<file path="config.mk">
export PLATFORM = sky130hd
export DESIGN_NAME = tmr2_top
export DESIGN_NICKNAME = d
export VERILOG_FILES = /design/src/tmr2_pkg.sv /design/src/tmr2_fall.sv /design/src/tmr2_top.sv
export VERILOG_INCLUDE_DIRS = /design/src
export SDC_FILE = /design/constraint.sdc
export NUM_CORES = 1
export LEC_CHECK = 0
export BUFFER_PORTS_ARGS = -buffer_cell sky130_fd_sc_hd__clkbuf_2
export CAP_MARGIN = 20
export CORE_UTILIZATION = 30
export DETAILED_ROUTE_END_ITERATION = 10
export PLACE_DENSITY = 0.44
export SYNTH_ARGS = -nofsm -noshare
export SYNTH_HDL_FRONTEND = slang
export SYNTH_HIERARCHICAL = 1
export SYNTH_SLANG_ARGS = --single-unit
</file>
<file path="constraint.sdc">
create_clock -name clk_i -period 4.1 [get_ports clk_i]
set_clock_uncertainty 0.1 [all_clocks]
set_input_delay 0.82 -clock clk_i [delete_from_list [all_inputs] [get_ports clk_i]]
set_output_delay 0.82 -clock clk_i [all_outputs]
set_load 0.05 [all_outputs]
</file>
<file path="src/tmr2_cfg.svh">
// Offsets, bit positions, reset values and timing counts of the timer block.
// Assumes inclusion by bare name from the package and the top module.
`ifndef TMR2_CFG_SVH
`define TMR2_CFG_SVH

// ****************************************************************
// Register offsets (byte wide registers on a 3-bit address).
// ****************************************************************
`define TMR2_OFS_CTRL      3'h0
`define TMR2_OFS_MODE      3'h1
`define TMR2_OFS_CNT_LO    3'h2
`define TMR2_OFS_CNT_HI    3'h3
`define TMR2_OFS_RLD_LO    3'h4
`define TMR2_OFS_RLD_HI    3'h5
`define TMR2_OFS_PRESCALE  3'h6

// ****************************************************************
// Control register bit positions.
// ****************************************************************
`define TMR2_CTRL_CPRL     0
`define TMR2_CTRL_CSEL     1
`define TMR2_CTRL_RUN      2
`define TMR2_CTRL_EXEN     3
`define TMR2_CTRL_TXSEL    4
`define TMR2_CTRL_RXSEL    5
`define TMR2_CTRL_EXF      6
`define TMR2_CTRL_TF       7

// ****************************************************************
// Mode register bit positions.
// ****************************************************************
`define TMR2_MODE_DOWN     0
`define TMR2_MODE_CKOE     1
`define TMR2_MODE_CM_LO    2
`define TMR2_MODE_CM_HI    3

// ****************************************************************
// Reset values and counts.
// ****************************************************************
`define TMR2_RST_BYTE      8'h00
`define TMR2_RST_WORD      16'h0000
`define TMR2_CNT_MAX       16'hffff
`define TMR2_CM_UP         2'h0
`define TMR2_BAUD_DIV_LAST 4'hf

`endif

</file>
<file path="src/tmr2_pkg.sv">
// Types shared by the timer block files.
// Assumes tmr2_cfg.svh is on the include path.
package tmr2_pkg;
    `include "tmr2_cfg.svh"

    // Operating mode as decoded from the control and mode registers.
    typedef enum logic [1:0] {
        TMR2_MODE_CAPTURE,
        TMR2_MODE_RELOAD,
        TMR2_MODE_UPDOWN,
        TMR2_MODE_BAUD
    } tmr2_mode_t;

    typedef logic [2:0] tmr2_addr_t;
    typedef logic [7:0] tmr2_byte_t;
endpackage

</file>
<file path="src/tmr2_fall.sv">
// Falling edge detector for one pin of the timer block.
// Assumes the pin is already synchronous to clk_i.
`timescale 1ns/1ps
module tmr2_fall (
    input  wire logic clk_i,
    input  wire logic reset_i,
    input  wire logic pin_i,
    output logic      fall_o
);
    logic prev_q;

    // The previous level starts high so a pin held low at reset gives an edge on the first clock.
    always_ff @(posedge clk_i or posedge reset_i) begin
        if (reset_i) begin
            prev_q <= 1'b1;
            fall_o <= 1'b0;
        end else begin
            prev_q <= pin_i;
            fall_o <= prev_q & ~pin_i;
        end
    end
endmodule // tmr2_fall

</file>
<file path="src/tmr2_top.sv">
// Sixteen-bit timer with capture, auto-reload, up/down, baud generation and
// clock-out. Assumes synchronous pin inputs and a byte register port.
// Contract
// - Direction pin selects up (high) or down (low) when both enables set.
// - Counting up in mode 00, overflow at MAX sets flag and loads reload.
// - Counting down, count equal to reload underflows, sets flag, loads MAX.
// - Up/down mode toggles event flag on each wrap; no interrupt from it.
// - Transmit/receive select bits pick this timer, else timer one.
// - Baud mode reloads both count bytes from reload pair on rollover.
// - Serial bit clock equals overflow rate divided by sixteen.
// - Baud overflow period is 65536 minus reload, in system clocks; here in prescaler enables, one every prescale_setting+1 clocks.
// - Baud mode rollover sets no overflow flag and raises no interrupt.
// - Baud mode external falling edge sets event flag without reload.
// - Baud generation and clock-out run together from one reload pair.
// - Timer select with clock-out enabled toggles the pin every overflow.
// - Run control starts and stops the timer, clock-out included.
// - Clock-out frequency is system clock over twice the period.
// - Clock-out mode rollovers raise no timer interrupt.
// - Timer pin is count input or toggling output by configuration.
// - Serial select bits override capture select, forcing auto-reload.
// - Counter select counts falling edges on the timer pin; here nothing is counted while the clock-out enable bit is set.
// - Up-only reload mode: external falling edge reloads and sets flag.
//
// Chosen here: the strobed register port and the address map.
`timescale 1ns/1ps
`include "tmr2_cfg.svh"
module tmr2_top #(
    parameter int PRESCALE_W = 4
) (
    input  wire logic                 clk_i,
    input  wire logic                 reset_i,
    input  wire tmr2_pkg::tmr2_addr_t addr_i,
    input  wire tmr2_pkg::tmr2_byte_t wdata_i,
    input  wire logic                 wr_i,
    input  wire logic                 rd_i,
    output tmr2_pkg::tmr2_byte_t      rdata_o,
    input  wire logic                 timer_io_pin_i,
    output logic                      timer_io_pin_o,
    output logic                      timer_io_pin_oe_n_o,
    input  wire logic                 ext_trigger_pin_i,
    input  wire logic                 timer1_ovf_i,
    output logic                      tx_bit_tick_o,
    output logic                      rx_bit_tick_o,
    output logic                      timer_overflow_flag_o,
    output logic                      ext_event_flag_o,
    output logic                      timer_irq_o
);
    import tmr2_pkg::*;

    // ****************************************************************
    // Registers.
    // ****************************************************************
    logic [15:0]           cnt_q;
    logic [15:0]           cnt_d;
    logic [15:0]           rld_q;
    logic [15:0]           rld_d;
    logic [7:0]            ctrl_q;
    logic [3:0]            mode_q;
    logic [PRESCALE_W-1:0] prescale_q;
    logic [PRESCALE_W-1:0] pre_q;
    logic                  tf_d;
    logic                  exf_d;
    logic [3:0]            div_q [2];
    logic [1:0]            bit_tick_q;

    // ****************************************************************
    // Register port decode.
    // ****************************************************************
    wire wr_ctrl = wr_i && (addr_i == `TMR2_OFS_CTRL);
    wire wr_mode = wr_i && (addr_i == `TMR2_OFS_MODE);
    wire wr_clo  = wr_i && (addr_i == `TMR2_OFS_CNT_LO);
    wire wr_chi  = wr_i && (addr_i == `TMR2_OFS_CNT_HI);
    wire wr_rlo  = wr_i && (addr_i == `TMR2_OFS_RLD_LO);
    wire wr_rhi  = wr_i && (addr_i == `TMR2_OFS_RLD_HI);
    wire wr_pre  = wr_i && (addr_i == `TMR2_OFS_PRESCALE);

    // Control and mode fields by name.
    wire cprl    = ctrl_q[`TMR2_CTRL_CPRL];
    wire csel    = ctrl_q[`TMR2_CTRL_CSEL];
    wire run     = ctrl_q[`TMR2_CTRL_RUN];
    wire exen    = ctrl_q[`TMR2_CTRL_EXEN];
    wire txsel   = ctrl_q[`TMR2_CTRL_TXSEL];
    wire rxsel   = ctrl_q[`TMR2_CTRL_RXSEL];
    wire tf_q    = ctrl_q[`TMR2_CTRL_TF];
    wire exf_q   = ctrl_q[`TMR2_CTRL_EXF];
    wire down_en = mode_q[`TMR2_MODE_DOWN];
    wire ckoe    = mode_q[`TMR2_MODE_CKOE];
    wire [1:0] count_mode_field = mode_q[`TMR2_MODE_CM_HI:`TMR2_MODE_CM_LO];

    // ****************************************************************
    // Mode decode.
    // ****************************************************************
    // Serial selects outrank capture select so the baud rate never stalls.
    wire        baud_mode = txsel | rxsel;
    wire        clkout    = ckoe & ~csel;
    tmr2_mode_t mode;
    assign mode = baud_mode ? TMR2_MODE_BAUD :
                  cprl      ? TMR2_MODE_CAPTURE :
                  down_en   ? TMR2_MODE_UPDOWN : TMR2_MODE_RELOAD;

    // Direction only follows the pin with both enables set; else count up.
    wire count_down = (mode == TMR2_MODE_UPDOWN) & exen & ~ext_trigger_pin_i;

    // ****************************************************************
    // Count sources.
    // ****************************************************************
    logic io_fall;
    logic ext_fall;

    tmr2_fall u_io_fall (
        .clk_i   (clk_i),
        .reset_i (reset_i),
        .pin_i   (timer_io_pin_i),
        .fall_o  (io_fall)
    );

    tmr2_fall u_ext_fall (
        .clk_i   (clk_i),
        .reset_i (reset_i),
        .pin_i   (ext_trigger_pin_i),
        .fall_o  (ext_fall)
    );

    // The prescaler gives one enable every prescale_setting+1 clocks.
    wire pre_tick = (pre_q == prescale_q);
    // Counting the pin is refused while the clock-out enable bit is set, even though the pin is then released.
    wire src_tick = (csel & ~ckoe) ? io_fall : (~csel & pre_tick);
    wire tick     = run & src_tick;

    // ****************************************************************
    // Wrap detection and next count.
    // ****************************************************************
    wire at_max   = (cnt_q == `TMR2_CNT_MAX);
    wire at_rld   = (cnt_q == rld_q);
    wire ovf_up   = tick & ~count_down & at_max;
    wire ovf_dn   = tick & count_down & at_rld;
    wire ovf_evt  = ovf_up | ovf_dn;
    wire ext_evt  = exen & ext_fall & (mode != TMR2_MODE_UPDOWN);
    wire ext_rld  = ext_evt & (mode == TMR2_MODE_RELOAD);
    wire ext_cap  = ext_evt & (mode == TMR2_MODE_CAPTURE);
    // Other count mode codes are reserved and behave like the plain up code.
    wire cm_up    = (count_mode_field == `TMR2_CM_UP) | 1'b1;

    // Next count: software write beats hardware, external reload beats tick.
    always_comb begin
        cnt_d = cnt_q;
        if (ext_rld) begin
            cnt_d = rld_q;
        end else if (ovf_dn) begin
            cnt_d = `TMR2_CNT_MAX;
        end else if (ovf_up && mode != TMR2_MODE_CAPTURE && cm_up) begin
            // Baud and clock-out both reload from the one pair.
            cnt_d = rld_q;
        end else if (tick && count_down) begin
            cnt_d = cnt_q - 16'h0001;
        end else if (tick) begin
            cnt_d = cnt_q + 16'h0001;
        end
        if (wr_clo) begin
            cnt_d[7:0] = wdata_i;
        end
        if (wr_chi) begin
            cnt_d[15:8] = wdata_i;
        end
    end

    // Reload pair: capture loads the count, a software write wins.
    always_comb begin
        rld_d = ext_cap ? cnt_q : rld_q;
        if (wr_rlo) begin
            rld_d[7:0] = wdata_i;
        end
        if (wr_rhi) begin
            rld_d[15:8] = wdata_i;
        end
    end

    // ****************************************************************
    // Flags: a hardware set beats a software clear in the same cycle.
    // ****************************************************************
    always_comb begin
        tf_d  = wr_ctrl ? wdata_i[`TMR2_CTRL_TF] : tf_q;
        exf_d = wr_ctrl ? wdata_i[`TMR2_CTRL_EXF] : exf_q;
        // No overflow flag in baud or clock-out use.
        if (ovf_evt && !baud_mode && !clkout) begin
            tf_d = 1'b1;
        end
        if (ovf_evt && mode == TMR2_MODE_UPDOWN) begin
            exf_d = ~exf_q;
        end else if (ext_evt) begin
            exf_d = 1'b1;
        end
    end

    // ****************************************************************
    // Register state.
    // ****************************************************************
    always_ff @(posedge clk_i or posedge reset_i) begin
        if (reset_i) begin
            cnt_q  <= `TMR2_RST_WORD;
            rld_q  <= `TMR2_RST_WORD;
            ctrl_q <= `TMR2_RST_BYTE;
            mode_q <= 4'h0;
            prescale_q <= '0;
            pre_q  <= '0;
        end else begin
            cnt_q  <= cnt_d;
            rld_q  <= rld_d;
            ctrl_q <= {tf_d, exf_d, wr_ctrl ? wdata_i[5:0] : ctrl_q[5:0]};
            if (wr_mode) begin
                mode_q <= wdata_i[3:0];
            end
            if (wr_pre) begin
                prescale_q <= wdata_i[PRESCALE_W-1:0];
            end
            // A stopped timer clears its prescaler to zero too, so restarts are clean.
            pre_q  <= (pre_tick || !run) ? '0 : pre_q + 1'b1;
        end
    end

    // ****************************************************************
    // Read data, one cycle after the read strobe.
    // ****************************************************************
    tmr2_byte_t rd_mux;
    assign rd_mux = (addr_i == `TMR2_OFS_CTRL)     ? ctrl_q :
                    (addr_i == `TMR2_OFS_MODE)     ? {4'h0, mode_q} :
                    (addr_i == `TMR2_OFS_CNT_LO)   ? cnt_q[7:0] :
                    (addr_i == `TMR2_OFS_CNT_HI)   ? cnt_q[15:8] :
                    (addr_i == `TMR2_OFS_RLD_LO)   ? rld_q[7:0] :
                    (addr_i == `TMR2_OFS_RLD_HI)   ? rld_q[15:8] :
                    (addr_i == `TMR2_OFS_PRESCALE) ? 8'(prescale_q) : 8'h00;

    always_ff @(posedge clk_i or posedge reset_i) begin
        if (reset_i) begin
            rdata_o <= 8'h00;
        end else begin
            rdata_o <= rd_i ? rd_mux : 8'h00;
        end
    end

    // ****************************************************************
    // Serial bit clocks: each direction divides its source by sixteen.
    // ****************************************************************
    wire [1:0] dir_sel = {rxsel, txsel};
    for (genvar g = 0; g < 2; g++) begin : g_bit_div
        wire src = dir_sel[g] ? ovf_evt : timer1_ovf_i;
        always_ff @(posedge clk_i or posedge reset_i) begin
            if (reset_i) begin
                div_q[g]      <= 4'h0;
                bit_tick_q[g] <= 1'b0;
            end else begin
                div_q[g]      <= src ? div_q[g] + 4'h1 : div_q[g];
                bit_tick_q[g] <= src && (div_q[g] == `TMR2_BAUD_DIV_LAST);
            end
        end
    end
    assign tx_bit_tick_o = bit_tick_q[0];
    assign rx_bit_tick_o = bit_tick_q[1];

    // ****************************************************************
    // Pin drive, flag outputs and interrupt request.
    // ****************************************************************
    // The pin stays released whenever clock-out is off so it can be an input.
    always_ff @(posedge clk_i or posedge reset_i) begin
        if (reset_i) begin
            timer_io_pin_o        <= 1'b0;
            timer_io_pin_oe_n_o   <= 1'b1;
            timer_overflow_flag_o <= 1'b0;
            ext_event_flag_o      <= 1'b0;
            timer_irq_o           <= 1'b0;
        end else begin
            timer_io_pin_oe_n_o   <= ~clkout;
            if (clkout && ovf_evt) begin
                timer_io_pin_o <= ~timer_io_pin_o;
            end
            timer_overflow_flag_o <= tf_d;
            ext_event_flag_o      <= exf_d;
            // The event flag is a count bit in up/down use, never a request.
            timer_irq_o <= tf_d | (exf_d & (mode != TMR2_MODE_UPDOWN));
        end
    end

    wire no_sw = !wr_i;
endmodule // tmr2_top
</file>
* Word-level counts from Yosys, hierarchy flattened
Cells that the tools add are included.
** Cells by class
- Bitwise gates (word level) :: 28
- Mux-type cells :: 30
- Eq/ne operators :: 14
- Add/sub/neg operators :: 5
- Reductions and logical operators :: 26
** Operators with widths (count)
- 2-to-1 mux 16 bit :: 6
- 2-to-1 mux 8 bit :: 11
- bitwise AND 1 bit :: 17
- adder 16 x 1 -> 16 bit (second input constant) :: 1
- equality test 16 bit :: 1
- equality test 16 bit (second input constant) :: 1
- subtractor 16 x 1 -> 16 bit (second input constant) :: 1
- logical AND 1 bit :: 15
- adder 4 x 1 -> 4 bit (second input constant) :: 3
- nonzero test 6 bit :: 2
- equality test 3 bit (second input constant) :: 3
- equality test 4 bit (second input constant) :: 2
- 2-to-1 mux 1 bit :: 8
- 2-to-1 mux 4 bit :: 2
- NOT 1 bit :: 8
- equality test 3 x 2 -> 1 bit (second input constant) :: 2
- 2-to-1 mux 2 bit :: 3
- nonzero test 2 bit :: 3
- equality test 4 bit :: 1
- equality test 3 x 1 -> 1 bit (second input constant) :: 1
- logical NOT 1 bit :: 3
- logical NOT 3 bit :: 1
- OR 1 bit :: 3
- equality test 2 x 1 -> 1 bit (second input constant) :: 1
- other kinds (4) :: 4
** Storage, ports and cells
- Output and inout bits :: 15
- Input port bits :: 18
- Bits in registers :: 79

* Depth between registers and ports, before layout
Gate-level depths: netlist of the first run.
- Depth in word-level cells :: 14
- Gate-level depth with buffers :: 13

* Modules after synthesis
The synthesis of the first run kept the hierarchy.
** Modules (own cells, without submodules)
- tmr2_top :: cells an instance 493, sequential area each 1828.0 um^2, times used 1, area an instance 4668.2 um^2
- tmr2_fall :: cells an instance 4, sequential area each 51.3 um^2, times used 2, area an instance 68.8 um^2

* Worst setup path after synthesis of the first run
No wires, ideal clock.
- Path kind :: register to register
- Start :: register pre_q[2]
- End :: register cnt_q[15]
- Data arrival time :: 3710 ps
- Path slack :: 195 ps
- Stages on the path, launching flop included :: 14
- Path buffers :: 1
- Cell sequence :: dfrtp_1 > xnor2_1 > nand4_1 > o21a_1 > buf_6 > nor3_1 > ha_1 > nand2_1 > nor3b_2 > o21ai_0 > nor3b_1 > or4_1 > and4_1 > a311oi_2
** Between the ends
- Longest elaborated chain between the ends :: 11
** Ends and longest elaborated chain
- from (decl) :: line tmr2_top.sv:60 : logic [PRESCALE_W-1:0] pre_q;
- from (signal assigned) :: line tmr2_top.sv:217 : pre_q <= (pre_tick || !run) ? '0 : pre_q + 1'b1;
- equality test 4 bit (*) :: line tmr2_top.sv:125 : wire pre_tick = (pre_q == prescale_q);
- bitwise AND 1 bit (*) :: line tmr2_top.sv:127 : wire src_tick = (csel & ~ckoe) ? io_fall : (~csel & pre_tick);
- 2-to-1 mux 1 bit (*) :: line tmr2_top.sv:127
- bitwise AND 1 bit (*) :: line tmr2_top.sv:128 : wire tick = run & src_tick;
- bitwise AND 1 bit (2 in a row) :: line tmr2_top.sv:135 : wire ovf_up = tick & ~count_down & at_max;
- logical AND 1 bit :: line tmr2_top.sv:151 : end else if (ovf_up && mode != TMR2_MODE_CAPTURE && cm_up) begin
- 2-to-1 mux 16 bit :: line tmr2_top.sv:151
- 2-to-1 mux 16 bit :: line tmr2_top.sv:149 : end else if (ovf_dn) begin
- 2-to-1 mux 16 bit :: line tmr2_top.sv:147 : if (ext_rld) begin
- 2-to-1 mux 8 bit :: line tmr2_top.sv:162 : if (wr_chi) begin
- to (signal assigned) :: line tmr2_top.sv:200 : cnt_q <= `TMR2_RST_WORD;
- to (signal assigned) :: line tmr2_top.sv:207 : cnt_q <= cnt_d;
- to (decl) :: line tmr2_top.sv:53 : logic [15:0] cnt_q;
Mark *: on every way between the ends. The rest lies on a longest branch, timed or not.
A chain may end at the register's enable or synchronous reset.

* Worst setup path in the final report of the first run
Ends and elaborated chain as after synthesis.

==> flow_metrics.tcl, run 1 <==
set metrics [dict create \
    status "complete, no violations" \
    yosys-top-cells-area "dfrtp_1 39%, mux2i_1 5.8%, xor2_1 4.6%" \
    die-area_sq_mm 0.0165 \
    grt_start_max_net_pins 28 \
    ir_drop_uv 157 \
    syn_to_final_growth_pct 15.3 \
    layout_common_cells "74 x dfrtp_1, 51 x nand2_1, 42 x nor2_1" \
    arrival_ns 3.87 \
    p_seq_share_pct 43.2 \
    power_switching_w 0.00127 \
    clock_latency_ns 0.35 \
    cap_violations 0 \
    overflow 0 \
    p_clk_share_pct 25.5 \
    crit_buf_inv 1 \
    dp.cells 737 \
    wire_per_inst_microns 19.7 \
    antenna_left 0 \
    max_stage_delay_ns 0.41 \
    switching_share_pct 39.9 \
    worst_pin_slew_ns 0.850 \
    cpMostUsedCell "o21ai_0" \
    port_buffers 32 \
    cts_tree "yes" \
    setup-violations-final 0 \
    reg2reg_slack_ns 0.39 \
    power_density_mw_per_mm2 576 \
    final_cells 753 \
    cts_htree_levels 3 \
    async_reset_ff_share_pct 100 \
    postCtsSetupRepairBufs 0 \
    track_usage_pct 19.1 \
    cts_resized 0 \
    yosysWarnings 6 \
    syn_area_per_cell_sq_um 9.59 \
    dr.pass1.iters 5 \
    grt_pass1_vias 3966 \
    p_comb_share_pct 31.3 \
    worstReg2RegStart "pre_q[2]" \
    worstHoldPathType "input pin to async pin" \
    path_class "flop to flop" \
    p_int_w 0.00192 \
    grt_pass1_wl_microns 23400 \
    initial_core_util_pct 31.2 \
    synth_edf_count 0 \
    yosysTopAreaCell "dfrtp_1" \
    cts_root_buf "clkbuf_16" \
    p_leak_nw 2.49 \
    num_rows 45 \
    vias 3973 \
    ios 33 \
    finalCritPeriodShare_pct 90.6 \
    synth.net_count 537 \
    antenna_cells 0 \
    max_clock_freq_mhz 269 \
    wirelength_microns 14800 \
    grt_antenna_before_repair 0 \
    post_synth_num_cell_types 65 \
    coreArea_sq_mm 0.0154 \
    numCtsBuffers 9 \
    cp-end-kind "flop" \
    place_congestion 0.845 \
    cts.sinks 77 \
    critPathLaunchType "flop" \
    synth_top_area_share_pct 38.5 \
    critPathTopFamily "compound AO/OA/AOI/OAI gates" \
    rsz0062_at_grt "false" \
    final_nets 573 \
    clockBufferDepth 2 \
    required_ns 4.25 \
    synth_cells 501 \
    drc_errors 0 \
    vias_per_cell 5.28 \
    hpwl_microns 10800 \
    tns_ns 0 \
    layout_commonest_cell "dfrtp_1" \
    rr_worst_depth 13 \
    synth_flop_cell "dfrtp_1" \
    timing.rr.end "cnt_q[15]" \
    drt_iter0_markers 332 \
    worstPathCellList "xnor2_1 -> nand4_1 -> o21a_1 -> nor3_2 -> buf_4 -> ha_1 -> a21oi_1 -> nand2_1 -> o21ai_0 -> nor3b_1 -> o21ai_0 -> and4_1 -> a311oi_2" \
    critPathSlowestCell "dfrtp_1" \
    die_w_microns 129 \
    cts_hold_buf 0 \
    startpoint "pre_q[2]" \
    clkTransAtPathRegs_ns 0.06 \
    syn_area_sq_mm 0.00481 \
    ys_seq_area_share_pct 40.2 \
    hold_viol 0 \
    die_h_microns 129 \
    crit_fanout 15 \
    min_period_ns 3.71 \
    synth-seq-cells 77 \
    relSlewSlack_pct 43.3 \
    final_layout_size_suffix_gt1_share_pct 17.0 \
    final_max_slew_viol_count 0 \
]
-- metrics by stage --
step	cell area, sq um	power, W	hold WS [ns]	util, %	setup WS, ns
final	5540	0.00319	0.232	35.9	0.385
after global routing	5540	0.00338	0.234	35.9	0.0200
after CTS	5540	0.00321	0.226	35.9	0.397
after detailed placement	5250	0.00239	0.366	34.0	0.443
after global placement	5230	0.00237	0.355	33.9	0.574
after floorplan	4810	0.00202	0.342	-	0.195
-- cells in the mapped netlist, drive strengths merged, types with 2 or more instances --
| cell type | number |
|---|---|
| a211o | 2 |
| a211oi | 2 |
| a21boi | 7 |
| a21o | 2 |
| a21oi | 34 |
| a221oi | 4 |
| a22oi | 5 |
| a31oi | 11 |
| and2 | 7 |
| and3 | 2 |
| buf | 9 |
| clkbuf | 10 |
| dfrtp | 74 |
| dfstp | 3 |
| ha | 17 |
| inv | 9 |
| mux2 | 15 |
| mux2i | 28 |
| nand2 | 51 |
| nand2b | 4 |
| nand3 | 18 |
| nand3b | 3 |
| nand4 | 7 |
| nor2 | 43 |
| nor2b | 9 |
| nor3 | 7 |
| nor3b | 4 |
| nor4 | 7 |
| o211ai | 6 |
| o21a | 3 |
| o21ai | 25 |
| o221ai | 12 |
| o31a | 2 |
| o41ai | 2 |
| xnor2 | 15 |
| xor2 | 25 |
-- worst max-delay path by stage --
stage	slack (ns)	endpoint	cells past startpoint
after floorplan	0.19	cnt_q[15]	13
final	0.39	cnt_q[15]	13
after CTS	0.40	cnt_q[15]	13
after global routing	0.02	cnt_q[15]	13
after detailed placement	0.44	cnt_q[15]	13
after global placement	0.57	cnt_q[15]	13
-- registers in the layout, indices dropped and copies added (netlist names) --
| signal | flops |
|---|---|
| u_ext_fall/fall_o | 1 |
| ctrl_q | 8 |
| tx_bit_tick_o | 1 |
| mode_q | 4 |
| rld_q | 16 |
| timer_irq_o | 1 |
| timer_io_pin_o | 1 |
| div_q | 8 |
| timer_io_pin_oe_n_o | 1 |
| u_ext_fall/prev_q | 1 |
| cnt_q | 16 |
| u_io_fall/prev_q | 1 |
| rx_bit_tick_o | 1 |
| rdata_o | 8 |
| u_io_fall/fall_o | 1 |
| prescale_q | 4 |
| pre_q | 4 |
-- metal layers --
metal / wire, microns / track usage, % / up-vias
met5: 0 / 0 / -
li1: - / - / 1906
met1: 7190 / 25.8 / 1951
met2: 6600 / 29.6 / 96
met3: 607 / 3.12 / 20
met4: 430 / 9.07 / 0
-- area by class of cell --
| type | instances | area (sq um) |
|---|---|---|
| fillers | 1584 | 9890 |
| multi-input cells | 396 | 2750 |
| flip-flops and latches | 77 | 1930 |
| well taps | 211 | 264 |
| repair buffers | 44 | 263 |
| clock buffers | 13 | 250 |
| clock inverters | 3 | 43.8 |
| inverters | 9 | 33.8 |
-- logic make-up (layout without fill, tap and decap cells) --
group,after synthesis,count (layout),synth area share [%]
and+or+nand+nor,170,170,18.3
AOI/OAI and AO/OA,125,125,17.4
DFF,77,77,40.2
muxes,43,43,9.35
xor gates and xnor gates,40,40,7.29
buffers and inverters,28,69,2.63
adders and majority gates,18,18,4.84
-- power groups by stage --
stage	registers (W)	logic, W	clock network, W
after global routing	0.00141	0.00111	0.000858
after global placement	0.00139	0.000983	0
after CTS	0.00138	0.00100	0.000829
after detailed placement	0.00139	0.00100	0
after floorplan	0.00129	0.000730	0
final	0.00138	0.000998	0.000814
(Power assumes the default switching activity.)
==> run 2: changes to the inputs <==
--- a/config.mk
+++ b/config.mk
@@ -8,9 +8,12 @@
 export LEC_CHECK = 0
 export BUFFER_PORTS_ARGS = -buffer_cell sky130_fd_sc_hd__clkbuf_2
 export CAP_MARGIN = 20
+export CELL_PAD_IN_SITES_DETAIL_PLACEMENT = 2
+export CELL_PAD_IN_SITES_GLOBAL_PLACEMENT = 2
 export CORE_UTILIZATION = 30
+export CTS_BUF_LIST = sky130_fd_sc_hd__clkbuf_16
 export DETAILED_ROUTE_END_ITERATION = 10
-export PLACE_DENSITY = 0.44
+export PLACE_DENSITY = 0.64
 export SYNTH_ARGS = -nofsm -noshare
 export SYNTH_HDL_FRONTEND = slang
 export SYNTH_HIERARCHICAL = 1
==> flow_metrics.tcl, run 2 (synthesized netlist as in run 1, its figures left out) <==
set metrics [dict create \
    vias_per_cell 5.52 \
    grt_pass1_wl_microns 27000 \
    place_congestion 0.841 \
    critPathLaunchType "flop" \
    layout_commonest_cell "dfrtp_1" \
    setup_ws_ns 0.412 \
    grt_antenna_before_repair 0 \
    final_nets 574 \
    cts_hold_buf 0 \
    antenna_cells 0 \
    cts_resized 0 \
    finalCritPeriodShare_pct 90.0 \
    p_leak_nw 2.50 \
    worstReg2RegStart "ctrl_q[4]" \
    worstHoldPathType "input pin to async pin" \
    cts_root_buf "clkbuf_16" \
    worst_pin_slew_ns 0.839 \
    clock_latency_ns 0.35 \
    overflow 0 \
    power_density_mw_per_mm2 589 \
    numCtsBuffers 9 \
    reg2reg_slack_ns 0.41 \
    cap_violations 0 \
    die_w_microns 129 \
    cts_tree "yes" \
    max_clock_freq_mhz 271 \
    num_rows 45 \
    port_buffers 32 \
    cts.sinks 77 \
    grt_pass1_vias 4528 \
    status "complete, no violations" \
    clockBufferDepth 2 \
    rr_worst_depth 12 \
    min_period_ns 3.69 \
    cts_htree_levels 3 \
    tns_ns 0 \
    crit_fanout 15 \
    placedInstanceArea_sq_mm 0.00524 \
    largestRegisters "cnt_q: 16 flops, rld_q: 16 flops" \
    final_layout_size_suffix_gt1_share_pct 17.3 \
    antenna_left 0 \
    clkTransAtPathRegs_ns 0.06 \
    required_ns 4.26 \
    holdWs_ns 0.234 \
    arrival_ns 3.84 \
    drt_iter0_markers 250 \
    ir_drop_uv 212 \
    cp-end-kind "flop" \
    path_class "flop to flop" \
    hpwl_microns 12700 \
    initial_core_util_pct 31.2 \
    finalInstanceArea_sq_mm 0.00553 \
    rsz0062_at_grt "false" \
    pre_cts_ws_ns 0.377 \
    final_max_slew_viol_count 0 \
    drc_errors 0 \
    wire_per_inst_microns 22.8 \
    wirelength_microns 17200 \
    postCtsSetupRepairBufs 0 \
    die-area_sq_mm 0.0165 \
    layout_common_cells "74 x dfrtp_1, 51 x nand2_1, 42 x nor2_1" \
    track_usage_pct 21.9 \
    coreArea_sq_mm 0.0154 \
    vias 4161 \
    hold_viol 0 \
    relSlewSlack_pct 43.9 \
    grt_start_max_net_pins 28 \
    die_h_microns 129 \
    ios 33 \
    setup-violations-final 0 \
    syn_to_final_growth_pct 15.0 \
    timing.rr.end "cnt_q[15]" \
    dr.pass1.iters 4 \
]
-- run 2: cell count changes in the layout (fill, tap and decap cells not counted) --
cell,before,now
inv_6,1,0
buf_4,11,13
clkinvlp_4,0,1
clkinv_2,1,3
clkbuf_1,3,0
buf_12,1,0
clkbuf_8,1,0
inv_1,8,10
-- run 2: worst max-delay path, stage by stage, from the launching register on --
cell and delay (ns):
dfrtp_1 0.46, nor4b_4 0.51, nand3b_4 0.18, nor3_2 0.17, buf_4 0.25, ha_1 0.31, a21oi_1 0.25, nand2_1 0.11
o21ai_0 0.31, nor3b_1 0.30, o21ai_0 0.18, and4_1 0.22, a311oi_2 0.24
-- run 2: area by class of cell --
cell class / instances / area [sq um]
inverter: 9 / 33.8
fill: 1728 / 9900
timing repair buffer: 45 / 258
clock inverter: 7 / 60.1
tap: 211 / 264
multi-input combinational: 396 / 2750
sequential: 77 / 1930
clock buffer: 9 / 225
-- run 2: per-stage QoR --
stage | total power, W | utilization (%) | cells
2_1_floorplan | 0.00202 | - | 501
3_3_place_gp | 0.00239 | 34.0 | 738
3_5_place_dp | 0.00246 | 34.0 | 738
4_1_cts | 0.00328 | 35.8 | 754
5_1_grt | 0.00344 | 35.8 | 754
6_report | 0.00325 | 35.8 | 754
-- run 2: how the worst max path moves through the flow --
stage	start	to	slack, ns	cells past startpoint
5_1_grt	ctrl_q[4]	cnt_q[15]	0.13	12
3_3_place_gp	ext_trigger_pin_i	cnt_q[15]	0.49	12
6_report	ctrl_q[4]	cnt_q[15]	0.41	12
4_1_cts	prescale_q[1]	cnt_q[15]	0.36	13
3_5_place_dp	ext_trigger_pin_i	cnt_q[15]	0.38	12
2_1_floorplan	pre_q[2]	cnt_q[15]	0.19	13
-- run 2: report_power, final --
group	internal [W]	switching, W	leakage (nW)
combinational	0.000448	0.000627	1.41
clock	0.000464	0.000322	0.148
sequential	0.000987	0.000405	0.938
-- run 2: metal layers --
metal / vias up / wire [microns] / GRT usage [%]
li1: 1903 / - / -
met1: 2172 / 8190 / 29.4
met2: 65 / 8110 / 35.7
met3: 21 / 457 / 2.91
met4: 0 / 403 / 8.58
met5: - / 0 / 0
